==> src/rtl/jtc_defines.vh <==
// Constants for the test access port controller and instruction register.
//
// Contract
// - State changes on test-clock rise, by mode-select.
// - Sixteen states, six stable, ten transient.
// - Power-up in reset state; test logic idle.
// - Mode-select high five cycles forces reset.
// - Instruction resets to all ones, bypass.
// - Boundary-control resets to binary one-zero.
// - Boundary-control operation runs only in idle.
// - Select states do nothing, leave next cycle.
// - Capture-DR loads chosen register on exit edge; the boundary-control shift stage is not loaded and keeps its contents.
// - Shift entry drives output on falling edge.
// - Shift one bit per rise, including exit.
// - Exit1 falling edge returns output to high impedance.
// - Exit and pause keep contents, reshift allowed.
// - Update-DR latches shift stage on falling edge.
// - Capture-IR loads fixed status pattern.
// - Update-IR latches instruction on falling edge.
// - Eight-bit instruction, top bit ignored, no parity.
// - Unimplemented opcodes act as bypass.
// - Registers have shift stage plus latch; bypass not.
// - Exactly one register on the serial path.
// - Instruction sets mode, operation, register, capture source.
// - Sample on rising edge, drive on falling edge.
// - Bypass captures zero in Capture-DR.
// - Eighteen-bit boundary register, unchanged in reset.
`ifndef JTC_DEFINES_VH
`define JTC_DEFINES_VH

`define JTC_IR_WIDTH 8
`define JTC_IR_RESET 8'hFF
`define JTC_IR_STATUS 8'h81
`define JTC_BCR_WIDTH 2
`define JTC_BCR_RESET 2'h2
`define JTC_BSR_WIDTH 18
`define JTC_OPC_BYPASS 7'h01
`define JTC_OPC_EXTEST 7'h00
`define JTC_OPC_SAMPLE 7'h02
`define JTC_OPC_INTEST 7'h03
`define JTC_OPC_HIGHZ 7'h06
`define JTC_OPC_CLAMP 7'h07
`define JTC_OPC_RUNT 7'h09
`define JTC_OPC_READBN 7'h0A
`define JTC_OPC_READBT 7'h0B
`define JTC_OPC_CELLTST 7'h0C
`define JTC_OPC_TOPHIP 7'h0D
`define JTC_OPC_SCANCN 7'h0E
`define JTC_OPC_SCANCT 7'h0F
`define JTC_SEL_BYPASS 2'h0
`define JTC_SEL_BSR 2'h1
`define JTC_SEL_BCR 2'h2
`define JTC_FIFO_DEPTH 16
`define JTC_FIFO_AW 4

`endif

==> src/rtl/jtc_fifo.v <==
// Holds no logic: the stream buffer module sits beside the port controller.

==> src/rtl/jtc_tap_controller.v <==
// Test access port controller, test registers and the FIFO of the serial stream.
`include "jtc_defines.vh"
`timescale 1ns/100ps
`default_nettype none
module jtc_tap_controller (
  // System clock and reset
  input wire clk,
  input wire reset,
  // Test bus pins
  input wire tck,
  input wire tms,
  input wire tdi,
  output reg tdo,
  output reg tdoOe,
  // Captured boundary values and latched outputs
  input wire [`JTC_BSR_WIDTH-1:0] boundaryIn,
  output reg [`JTC_BSR_WIDTH-1:0] boundaryOut,
  output reg testMode,
  output reg bcrRun,
  output reg [`JTC_BCR_WIDTH-1:0] bcrOp,
  output reg [`JTC_IR_WIDTH-1:0] instruction,
  output reg [3:0] tapState,
  // Shifted-out bit stream
  output reg scanValid,
  input wire scanReady,
  output reg scanData
);
  // ---------------------------------------------------------------
  // State codes
  // ---------------------------------------------------------------
  localparam [15:0] S_RESET = 16'h0001, S_IDLE = 16'h0002, S_SELDR = 16'h0004,
    S_CAPDR = 16'h0008, S_SHDR = 16'h0010, S_EX1DR = 16'h0020, S_PADR = 16'h0040,
    S_EX2DR = 16'h0080, S_UPDR = 16'h0100, S_SELIR = 16'h0200, S_CAPIR = 16'h0400,
    S_SHIR = 16'h0800, S_EX1IR = 16'h1000, S_PAIR = 16'h2000, S_EX2IR = 16'h4000,
    S_UPIR = 16'h8000;

  // ---------------------------------------------------------------
  // Pin synchronisers and edge detection
  // ---------------------------------------------------------------
  reg tckPrev_r;
  wire [2:0] pinRaw;
  wire [2:0] pinSync;
  wire tckIn;
  wire tmsIn;
  wire tdiIn;
  wire tckRise;
  wire tckFall;
  genvar g;

  assign pinRaw = {tdi, tms, tck};
  assign tckIn = pinSync[0];
  assign tmsIn = pinSync[1];
  assign tdiIn = pinSync[2];

  // Each pin passes two flip-flops, both reset to the pulled-up idle level.
  generate
    for (g = 0; g < 3; g = g + 1) begin : gPin
      reg meta_r;
      reg sync_r;
      always @(posedge clk) begin
        if (reset) begin
          meta_r <= 1'b1;
          sync_r <= 1'b1;
        end else begin
          meta_r <= pinRaw[g];
          sync_r <= meta_r;
        end
      end
      assign pinSync[g] = sync_r;
    end
  endgenerate

  // The edge detector starts high as well, so no false rise follows reset.
  always @(posedge clk) begin
    if (reset) begin
      tckPrev_r <= 1'b1;
    end else begin
      tckPrev_r <= tckIn;
    end
  end

  // Test clock levels shorter than one system clock may lose an edge.
  assign tckRise = tckIn && !tckPrev_r;
  assign tckFall = !tckIn && tckPrev_r;

  // ---------------------------------------------------------------
  // Decoding helpers
  // ---------------------------------------------------------------
  // Data register selected by an instruction; unknown codes act as bypass.
  function [1:0] selectReg;
    input [`JTC_IR_WIDTH-1:0] ins;
    begin
      case (ins[6:0])
        `JTC_OPC_EXTEST, `JTC_OPC_SAMPLE, `JTC_OPC_INTEST, `JTC_OPC_READBN,
        `JTC_OPC_READBT, `JTC_OPC_CELLTST: selectReg = `JTC_SEL_BSR;
        `JTC_OPC_SCANCN, `JTC_OPC_SCANCT: selectReg = `JTC_SEL_BCR;
        default: selectReg = `JTC_SEL_BYPASS;
      endcase
    end
  endfunction

  // Test mode flag of an instruction.
  function isTest;
    input [`JTC_IR_WIDTH-1:0] ins;
    begin
      case (ins[6:0])
        `JTC_OPC_EXTEST, `JTC_OPC_INTEST, `JTC_OPC_HIGHZ, `JTC_OPC_CLAMP,
        `JTC_OPC_RUNT, `JTC_OPC_READBT, `JTC_OPC_TOPHIP,
        `JTC_OPC_SCANCT: isTest = 1'b1;
        default: isTest = 1'b0;
      endcase
    end
  endfunction

  // Encoded state number of a one-hot state.
  function [3:0] stateNum;
    input [15:0] s;
    integer i;
    begin
      stateNum = 4'h0;
      for (i = 0; i < 16; i = i + 1) begin
        if (s[i]) begin
          stateNum = i[3:0];
        end
      end
    end
  endfunction

  // ---------------------------------------------------------------
  // Controller state machine
  // ---------------------------------------------------------------
  reg [15:0] state_r;
  reg [15:0] state_nxt;
  wire m;

  assign m = tmsIn;

  always @* begin
    case (state_r)
      S_RESET: state_nxt = m ? S_RESET : S_IDLE;
      S_IDLE: state_nxt = m ? S_SELDR : S_IDLE;
      S_SELDR: state_nxt = m ? S_SELIR : S_CAPDR;
      S_CAPDR: state_nxt = m ? S_EX1DR : S_SHDR;
      S_SHDR: state_nxt = m ? S_EX1DR : S_SHDR;
      S_EX1DR: state_nxt = m ? S_UPDR : S_PADR;
      S_PADR: state_nxt = m ? S_EX2DR : S_PADR;
      S_EX2DR: state_nxt = m ? S_UPDR : S_SHDR;
      S_UPDR: state_nxt = m ? S_SELDR : S_IDLE;
      S_SELIR: state_nxt = m ? S_RESET : S_CAPIR;
      S_CAPIR: state_nxt = m ? S_EX1IR : S_SHIR;
      S_SHIR: state_nxt = m ? S_EX1IR : S_SHIR;
      S_EX1IR: state_nxt = m ? S_UPIR : S_PAIR;
      S_PAIR: state_nxt = m ? S_EX2IR : S_PAIR;
      S_EX2IR: state_nxt = m ? S_UPIR : S_SHIR;
      S_UPIR: state_nxt = m ? S_SELDR : S_IDLE;
      default: state_nxt = S_RESET;
    endcase
  end

  // ---------------------------------------------------------------
  // Shift stages and latches
  // ---------------------------------------------------------------
  reg [`JTC_IR_WIDTH-1:0] irShift_r;
  reg [`JTC_BSR_WIDTH-1:0] bsrShift_r;
  reg [`JTC_BCR_WIDTH-1:0] bcrShift_r;
  reg bypass_r;
  wire [1:0] sel;
  wire inShift;
  reg serialBit;

  assign sel = selectReg(instruction);
  assign inShift = (state_r == S_SHDR) || (state_r == S_SHIR);

  // Exactly one register feeds the serial output.
  always @* begin
    if (state_r == S_SHIR) begin
      serialBit = irShift_r[0];
    end else begin
      case (sel)
        `JTC_SEL_BSR: serialBit = bsrShift_r[0];
        `JTC_SEL_BCR: serialBit = bcrShift_r[0];
        default: serialBit = bypass_r;
      endcase
    end
  end

  always @(posedge clk) begin
    if (reset) begin
      state_r <= S_RESET;
      irShift_r <= `JTC_IR_RESET;
      bsrShift_r <= {`JTC_BSR_WIDTH{1'b0}};
      bcrShift_r <= `JTC_BCR_RESET;
      bypass_r <= 1'b0;
    end else if (tckRise) begin
      state_r <= state_nxt;
      case (state_r)
        S_CAPIR: irShift_r <= `JTC_IR_STATUS;
        S_SHIR: irShift_r <= {tdiIn, irShift_r[`JTC_IR_WIDTH-1:1]};
        S_CAPDR: begin
          if (sel == `JTC_SEL_BSR) begin
            bsrShift_r <= boundaryIn;
          end else if (sel == `JTC_SEL_BYPASS) begin
            bypass_r <= 1'b0;
          end
        end
        S_SHDR: begin
          case (sel)
            `JTC_SEL_BSR: bsrShift_r <= {tdiIn, bsrShift_r[`JTC_BSR_WIDTH-1:1]};
            `JTC_SEL_BCR: bcrShift_r <= {tdiIn, bcrShift_r[1]};
            default: bypass_r <= tdiIn;
          endcase
        end
        default: bypass_r <= bypass_r;
      endcase
    end
  end

  // ---------------------------------------------------------------
  // Falling-edge outputs
  // ---------------------------------------------------------------
  always @(posedge clk) begin
    if (reset) begin
      instruction <= `JTC_IR_RESET;
      bcrOp <= `JTC_BCR_RESET;
      boundaryOut <= {`JTC_BSR_WIDTH{1'b0}};
      testMode <= 1'b0;
      tdo <= 1'b1;
      tdoOe <= 1'b0;
    end else if (tckFall) begin
      tdoOe <= inShift;
      tdo <= inShift ? serialBit : 1'b1;
      if (state_r == S_RESET) begin
        instruction <= `JTC_IR_RESET;
        bcrOp <= `JTC_BCR_RESET;
        testMode <= 1'b0;
      end else if (state_r == S_UPIR) begin
        instruction <= irShift_r;
        testMode <= isTest(irShift_r);
      end else if (state_r == S_UPDR) begin
        if (sel == `JTC_SEL_BSR) begin
          boundaryOut <= bsrShift_r;
        end else if (sel == `JTC_SEL_BCR) begin
          bcrOp <= bcrShift_r;
        end
      end
    end
  end

  // ---------------------------------------------------------------
  // Status and serial stream
  // ---------------------------------------------------------------
  wire fifoInReady;
  wire fifoOutValid;
  wire fifoOutData;

  jtc_fifo #(
    .WIDTH(1),
    .DEPTH(`JTC_FIFO_DEPTH),
    .AW(`JTC_FIFO_AW)
  ) uFifo (
    .clk(clk),
    .reset(reset),
    .inValid(tckFall && inShift),
    .inReady(fifoInReady),
    .inData(serialBit),
    .outValid(fifoOutValid),
    .outReady(scanReady || !scanValid),
    .outData(fifoOutData)
  );

  always @(posedge clk) begin
    if (reset) begin
      tapState <= 4'h0;
      bcrRun <= 1'b0;
      scanValid <= 1'b0;
      scanData <= 1'b0;
    end else begin
      tapState <= stateNum(state_r);
      bcrRun <= (state_r == S_IDLE) && (instruction[6:0] == `JTC_OPC_RUNT);
      if (scanReady || !scanValid) begin
        scanValid <= fifoOutValid;
        scanData <= fifoOutData;
      end
    end
  end
endmodule

// ---------------------------------------------------------------
// Stream buffer
// ---------------------------------------------------------------
// Parameterised flip-flop FIFO with valid and ready on both sides.
module jtc_fifo #(
  parameter WIDTH = 1,
  parameter DEPTH = 16,
  parameter AW = 4
) (
  // Clock and reset
  input wire clk,
  input wire reset,
  // Fill side
  input wire inValid,
  output wire inReady,
  input wire [WIDTH-1:0] inData,
  // Drain side
  output wire outValid,
  input wire outReady,
  output wire [WIDTH-1:0] outData
);
  reg [WIDTH-1:0] mem_r [0:DEPTH-1];
  reg [AW-1:0] wrPtr_r;
  reg [AW-1:0] rdPtr_r;
  reg [AW:0] count_r;
  wire push;
  wire pop;

  assign inReady = (count_r != DEPTH[AW:0]);
  assign outValid = (count_r != {(AW+1){1'b0}});
  assign outData = mem_r[rdPtr_r];
  assign push = inValid && inReady;
  assign pop = outValid && outReady;

  always @(posedge clk) begin
    if (push) begin
      mem_r[wrPtr_r] <= inData;
    end
  end

  always @(posedge clk) begin
    if (reset) begin
      wrPtr_r <= {AW{1'b0}};
      rdPtr_r <= {AW{1'b0}};
      count_r <= {(AW+1){1'b0}};
    end else begin
      if (push) begin
        wrPtr_r <= wrPtr_r + 1'b1;
      end
      if (pop) begin
        rdPtr_r <= rdPtr_r + 1'b1;
      end
      if (push && !pop) begin
        count_r <= count_r + 1'b1;
      end else if (pop && !push) begin
        count_r <= count_r - 1'b1;
      end
    end
  end
endmodule
`default_nettype wire

==> config.mk <==
export PLATFORM = sky130hd
export DESIGN_NAME = jtc_tap_controller
export DESIGN_NICKNAME = d
export VERILOG_FILES = /design/src/rtl/jtc_fifo.v /design/src/rtl/jtc_tap_controller.v
export VERILOG_INCLUDE_DIRS = /design/src /design/src/rtl
export SDC_FILE = /design/constraint.sdc
export NUM_CORES = 1
export LEC_CHECK = 0
export BUFFER_PORTS_ARGS = -buffer_cell sky130_fd_sc_hd__buf_4
export CORE_MARGIN = 2
export CORE_UTILIZATION = 60
export CTS_CLUSTER_DIAMETER = 50
export DETAILED_ROUTE_END_ITERATION = 16
export PLACE_DENSITY_LB_ADDON = 0.12
export SLEW_MARGIN = 10
export SYNTH_ARGS = -nofsm -noshare
export SYNTH_HDL_FRONTEND = slang
export SYNTH_SLANG_ARGS = --single-unit
==> constraint.sdc <==
create_clock -name clk -period 4.8 [get_ports clk]
set_clock_uncertainty 0.05 [all_clocks]
set_input_delay 0.48 -clock clk [delete_from_list [all_inputs] [get_ports clk]]
set_output_delay 0.48 -clock clk [all_outputs]
set_load 0.005 [all_outputs]
* Word-level counts from Yosys, hierarchy flattened
Memories as Yosys holds them, arrays and structs flattened. A register that Yosys moved wholly into a read port is not among the register bits.
Index checks and enable logic that the tools add are counted.
** Operators by class
- Add/subtract/negate cells :: 4
- Equal/unequal tests :: 27
- Muxes and demuxes :: 58
- Bitwise gates (word level) :: 2
- Reduce and logical (&&, ||, !) cells :: 36
** Operator list (count)
- 16-bit one-hot mux with 12 select lines :: 1
- 4-bit two-way mux :: 18
- 18-bit two-way mux :: 2
- 18-bit one-hot mux with 2 select lines :: 1
- 16-bit two-way mux :: 2
- 8-bit two-way mux :: 3
- 9-bit two-way mux :: 2
- 16-bit by 1-bit == test with 1-bit output (second input constant) :: 1
- 16-bit by 10-bit == test with 1-bit output (second input constant) :: 1
- 16-bit by 11-bit == test with 1-bit output (second input constant) :: 1
- 16-bit by 12-bit == test with 1-bit output (second input constant) :: 1
- 16-bit by 13-bit == test with 1-bit output (second input constant) :: 1
- 16-bit by 14-bit == test with 1-bit output (second input constant) :: 1
- 16-bit by 15-bit == test with 1-bit output (second input constant) :: 1
- 16-bit == test (second input constant) :: 1
- 16-bit by 2-bit == test with 1-bit output (second input constant) :: 1
- 16-bit by 3-bit == test with 1-bit output (second input constant) :: 1
- 16-bit by 4-bit == test with 1-bit output (second input constant) :: 1
- 16-bit by 5-bit == test with 1-bit output (second input constant) :: 1
- 16-bit by 6-bit == test with 1-bit output (second input constant) :: 1
- 16-bit by 7-bit == test with 1-bit output (second input constant) :: 1
- 16-bit by 8-bit == test with 1-bit output (second input constant) :: 1
- 16-bit by 9-bit == test with 1-bit output (second input constant) :: 1
- 8-bit one-hot mux with 2 select lines :: 1
- other kinds (33) :: 81
** Word-level totals
- Flip-flop bits (word level) :: 102
- Bits in writable memories :: 16
- Memory bits (read-only) :: 48
- Input port bits :: 24
- Output and inout bits :: 38
- Word-level logic and storage cells :: 154
- Memories :: 3
** Memories
- (no name shown) :: depth 16, bits a word 2, rd ports 1, clocked after Yosys merged registers in 1, wr ports 0, RTL line jtc_tap_controller.v:93 : case (ins[6:0])
- (no name shown) :: depth 16, bits a word 1, rd ports 1, clocked after Yosys merged registers in 1, wr ports 0, RTL line jtc_tap_controller.v:106 : case (ins[6:0])
- uFifo.mem_r :: depth 16, bits a word 1, rd ports 1, clocked after Yosys merged registers in 1, wr ports 1, RTL line jtc_tap_controller.v:309 : reg [WIDTH-1:0] mem_r [0:DEPTH-1];

* Depth between registers and ports, before layout
- Depth after elaboration :: 15
- Gate-level depth with buffers :: 14
- Mapped depth without buffers :: 13

* Cells and area by module
A second synthesis with hierarchy kept.
** Unflattened totals
- Cell total of the unflattened synthesis :: 639
- Area total of the unflattened synthesis :: 5968.2 sq um
** By module, submodules not included
- jtc_tap_controller :: times used 1, cells each 507, area an instance 4386.7 sq um, seq. area each 1861.8 sq um
- jtc_fifo :: times used 1, cells each 132, area an instance 1581.5 sq um, seq. area each 820.8 sq um

* Worst setup path after synthesis
No wires, ideal clock.
- Path type :: reg-to-reg
- From :: register state_r[0]
- To :: register uFifo.count_r[4]
- Setup time :: 0.071 ns
- Arrival time :: 3.158 ns
- Required time :: 4.679 ns
- Setup slack :: 1.522 ns
- Stages on the path, launching flop included :: 13
- Buffers on the path :: 1
- Period minus slack after synthesis :: 3.278 ns
- Cells stage by stage :: dfxtp_1 > buf_2 > nor4_4 > nand4_2 > a21oi_2 > ha_1 > inv_1 > fa_1 > a21o_1 > a21oi_1 > xnor2_1 > or3_1 > a21oi_1
** Between the ends
- Cells in the longest elaborated chain, start to end :: 7
- Elaborated cells on any way between the ends :: 10
- Classes of those cells :: eq/ne: 2; mux: 1; reduce/logical: 7
** RTL lines
- start, declared :: RTL line jtc_tap_controller.v:132 : reg [15:0] state_r;
- start signal, assigned :: RTL line jtc_tap_controller.v:195 : state_r <= state_nxt;
- 16-bit by 5-bit == test with 1-bit output / 16-bit by 12-bit == test with 1-bit output (equally long branches) :: RTL line jtc_tap_controller.v:172 : assign inShift = (state_r == S_SHDR) || (state_r == S_SHIR);
- 1-bit logical OR (*) :: RTL line jtc_tap_controller.v:172
- 1-bit logical AND (*) :: RTL line jtc_tap_controller.v:263 : .inValid(tckFall && inShift),
- 1-bit logical AND (*) :: RTL line jtc_tap_controller.v:319 : assign push = inValid && inReady;
- named net uFifo.push :: RTL line jtc_tap_controller.v:313 : wire push;
- 1-bit logical NOT :: RTL line jtc_tap_controller.v:342 : end else if (pop && !push) begin
- 1-bit logical AND :: RTL line jtc_tap_controller.v:342
- 2-bit nonzero test (no line)
- end signal, assigned :: RTL line jtc_tap_controller.v:332 : count_r <= {(AW+1){1'b0}};
- end signal, assigned :: RTL line jtc_tap_controller.v:341 : count_r <= count_r + 1'b1;
- end signal, assigned :: RTL line jtc_tap_controller.v:343 : count_r <= count_r - 1'b1;
- end, declared :: RTL line jtc_tap_controller.v:312 : reg [AW:0] count_r;
Mark *: on every way through the listed nets, which the timed path passes. The rest lies on a longest branch.
A chain may end at the register's enable or synchronous reset.

* Worst setup path after layout
- From :: register state_r[12]
- To :: register uFifo.count_r[4]
Same word-level chain as after synthesis.

==> impl_metrics.toml <==
[run_status]
outcome = "completed"

[power]
finalPower_mw = 2.59
irDropWorstVdd_mv = 0.223
clock_power_share = 0.447
switching_power_mw = 0.678
pwr-share-seq = 0.432
p_per_area_nw_per_um2 = 393
intPower_mw = 1.91
combPwrFrac = 0.122
power_leakage_nw = 2.52
swShare = 0.262

[drt]
drcViolationCount = 0
wl_met1_mm = 5.63
wl_met2_mm = 6.01
top_layer = "met4"
wl_met3_um = 626
ant_nets = 0
vias_per_cell = 5.81
dr_total_vias = 4447
drt-wirelength-per-cell_um = 16.3
drt_iter0_markers = 234
wl_mm = 12.4
dr.pass1.iters = 5

[floorplanning]
start_util = 0.612
die_area_um2 = 10100
core_area_um2 = 9150
pin_count = 62
num_rows = 35
dieWidth_um = 101
die_h_um = 101

[global_routing]
grt-ovfl-total = 0
antenna_found_initial = 0
grt_max_degree = 85
grt_pass1_vias = 4237
grt_usage = 0.260
grt_first_pass_wirelength_mm = 20.8

[synthesis]
synth_cells = 595
synthTopCellsByCount = "106 x dfxtp_1, 98 x nor2_1, 46 x nand2_1, 39 x mux2i_1, 29 x a21oi_1"
synth-edff-count = 16
synth.ff_latch_count = 122
synthFlopType = "dfxtp_1"
yosysWarnings = 0
postSynth.asyncResetShare = 0
synth.largest_area_cell = "dfxtp_1"
syn-num-nets = 632
synth_top_area_share = 0.379
synthTopCellsByArea = "dfxtp_1 38%, edfxtp_1 8.6%, mux2i_1 7.0%"
synthesis.area_um2 = 5600
ys_types = 58
syn_avg_cell_area_um2 = 9.41
synth_most_common_cell = "dfxtp_1"
yosysSeqAreaShare = 0.465

[timing]
period_share = 0.812
relSlewSlack = 0.426
grt_setup_unrepaired = "no"
clock.fmax_mhz = 257
slew_viol_final = 0
hold_viol_final = 0
setup_violations = 0
worst_pin_slew_ps = 861
setup_slack_ps = 902
finalSetupTns_ps = 0
layout_min_cycle_time_ps = 3900
hold_ws_ps = 90.0

[clock_tree]
clk_pin_slew_ps = 60
clock_sinks = 122
h-tree-depth = 4
cts_buffer_depth = 2
cts_buffers = 17
insertion_delay_ps = 530
clock-root-buffer = "clkbuf_8"
postCtsSetupRepairBufs = 0
cts_hold_buf = 0
cts_tree = "yes"
post_cts_resized = 0

[placed_design]
pre_cts_ws_ps = 932
placed_cells = 733
postPlaceCellArea_um2 = 6050
dp_hpwl_mm = 8.14
place.gp.congestion = 0.877
io_buffers = 61

[worst_setup_path]
cp.arrival_ps = 4290
critical_path_class = "reg2reg"
cp_max_fo = 12
critical_path_required_ps = 5190
worst_path_max_delay_cell = "nor4_4"
critPathMostFrequentCell = "a21oi_1"
crit_path_start_kind = "register"
cp_slowest_stage_delay_ps = 710
critPathCaptureType = "register"
cp_cell_sequence = "nor4_4 -> nand4_1 -> a21oi_2 -> ha_1 -> inv_1 -> fa_1 -> a21o_1 -> a21oi_1 -> xnor2_1 -> or3_1 -> a21oi_1"

[layout]
drive_gt1_frac = 0.194
final_cells = 765
area_growth_pct = 17.7
utilization = 0.720
design_area_um2 = 6590
diodes = 0
layout.nets = 678

[run]
cap_violations = 0

[hold_path]
holdCritPathClass = "in2reg"
==> metal layers <==
layer | global-route usage | vias to the layer above
met3 | 0.0562 | 17
met5 | 0 | -
met1 | 0.348 | 2074
met4 | 0.106 | 0
met2 | 0.409 | 133
li1 | - | 2223
==> layout make-up <==
type | instances | area [um2]
Clock buffer | 17 | 414
Clock inverter | 15 | 124
Fill cell | 696 | 2560
Multi-Input combinational cell | 422 | 2770
Tap cell | 111 | 139
Sequential cell | 122 | 2600
Timing Repair Buffer | 67 | 503
Inverter | 11 | 41.3
==> sequential cells by signal, indices dropped and copies added (netlist names), 2 cells and up, named ones only <==
name and count:
bcrShift_r 2, uFifo.wrPtr_r 4, uFifo.rdPtr_r 4, irShift_r 8
state_r 16, uFifo.count_r 5, boundaryOut 18, tapState 4
bcrOp 2, uFifo.mem_r 16, bsrShift_r 18, gPin.meta_r 3
instruction 8, gPin.sync_r 3
==> logic make-up after synthesis <==
| kind of cell | share of synthesized area |
|---|---|
| AO/OA/AOI/OAI | 0.127 |
| XOR/XNOR | 0.0235 |
| adder cells (fa/ha/maj) | 0.0304 |
| buffers and inverters | 0.0424 |
| flip-flops | 0.465 |
| multiplexers | 0.0918 |
| AND/OR/NAND/NOR | 0.220 |
==> power by group through the flow <==
stage	sequential, mW	clock, mW	combinational (mW)
after floorplan	1.12	0	0.252
after global placement	1.14	0	0.301
after detailed placement	1.14	0	0.312
after CTS	1.12	1.17	0.316
after global routing	1.13	1.21	0.363
final	1.12	1.16	0.315
==> worst max-delay path, delay by kind of cell (launching register included) <==
| kind | cells | cell delay (ps) |
|---|---|---|
| and+or+nand+nor | 3 | 1440 |
| AOI/OAI and AO/OA | 4 | 920 |
| adders and majority gates | 2 | 740 |
| DFF | 1 | 440 |
| buffers and inverters | 1 | 120 |
| xor gates and xnor gates | 1 | 110 |
==> path summary, 6_finish.rpt <==
| path | slack (ps) | from | depth (start not counted) | to |
|---|---|---|---|---|
| worst min-delay path | 90 | tdi | 2 | gPin[2].meta_r |
| worst max register to register | 900 | state_r[12] | 11 | uFifo.count_r[4] |
| worst max-delay path | 900 | state_r[12] | 11 | uFifo.count_r[4] |
| worst min register to register | 360 | gPin[2].meta_r | 1 | gPin[2].sync_r |
==> placed cells by master (no fill, tap or decap), types with 5 or more instances in the layout <==
| cell | count |
|---|---|
| nand2b_1 | 8 |
| nor2_1 | 98 |
| nand2_1 | 46 |
| a21oi_1 | 29 |
| mux2i_1 | 39 |
| nand3_1 | 6 |
| ha_1 | 12 |
| o21ai_0 | 22 |
| inv_1 | 10 |
| o211ai_1 | 5 |
| xor2_1 | 8 |
| buf_4 | 67 |
| xnor2_1 | 7 |
| clkbuf_16 | 16 |
| nor3_1 | 23 |
| or2_2 | 7 |
| a211oi_1 | 20 |
| nor2b_1 | 6 |
| mux4_2 | 5 |
| nand4_1 | 10 |
| dfxtp_1 | 106 |
| a211o_1 | 6 |
| nor4b_1 | 6 |
| clkinv_2 | 5 |
| edfxtp_1 | 16 |
No activity file was read; power rests on OpenSTA's default activity.
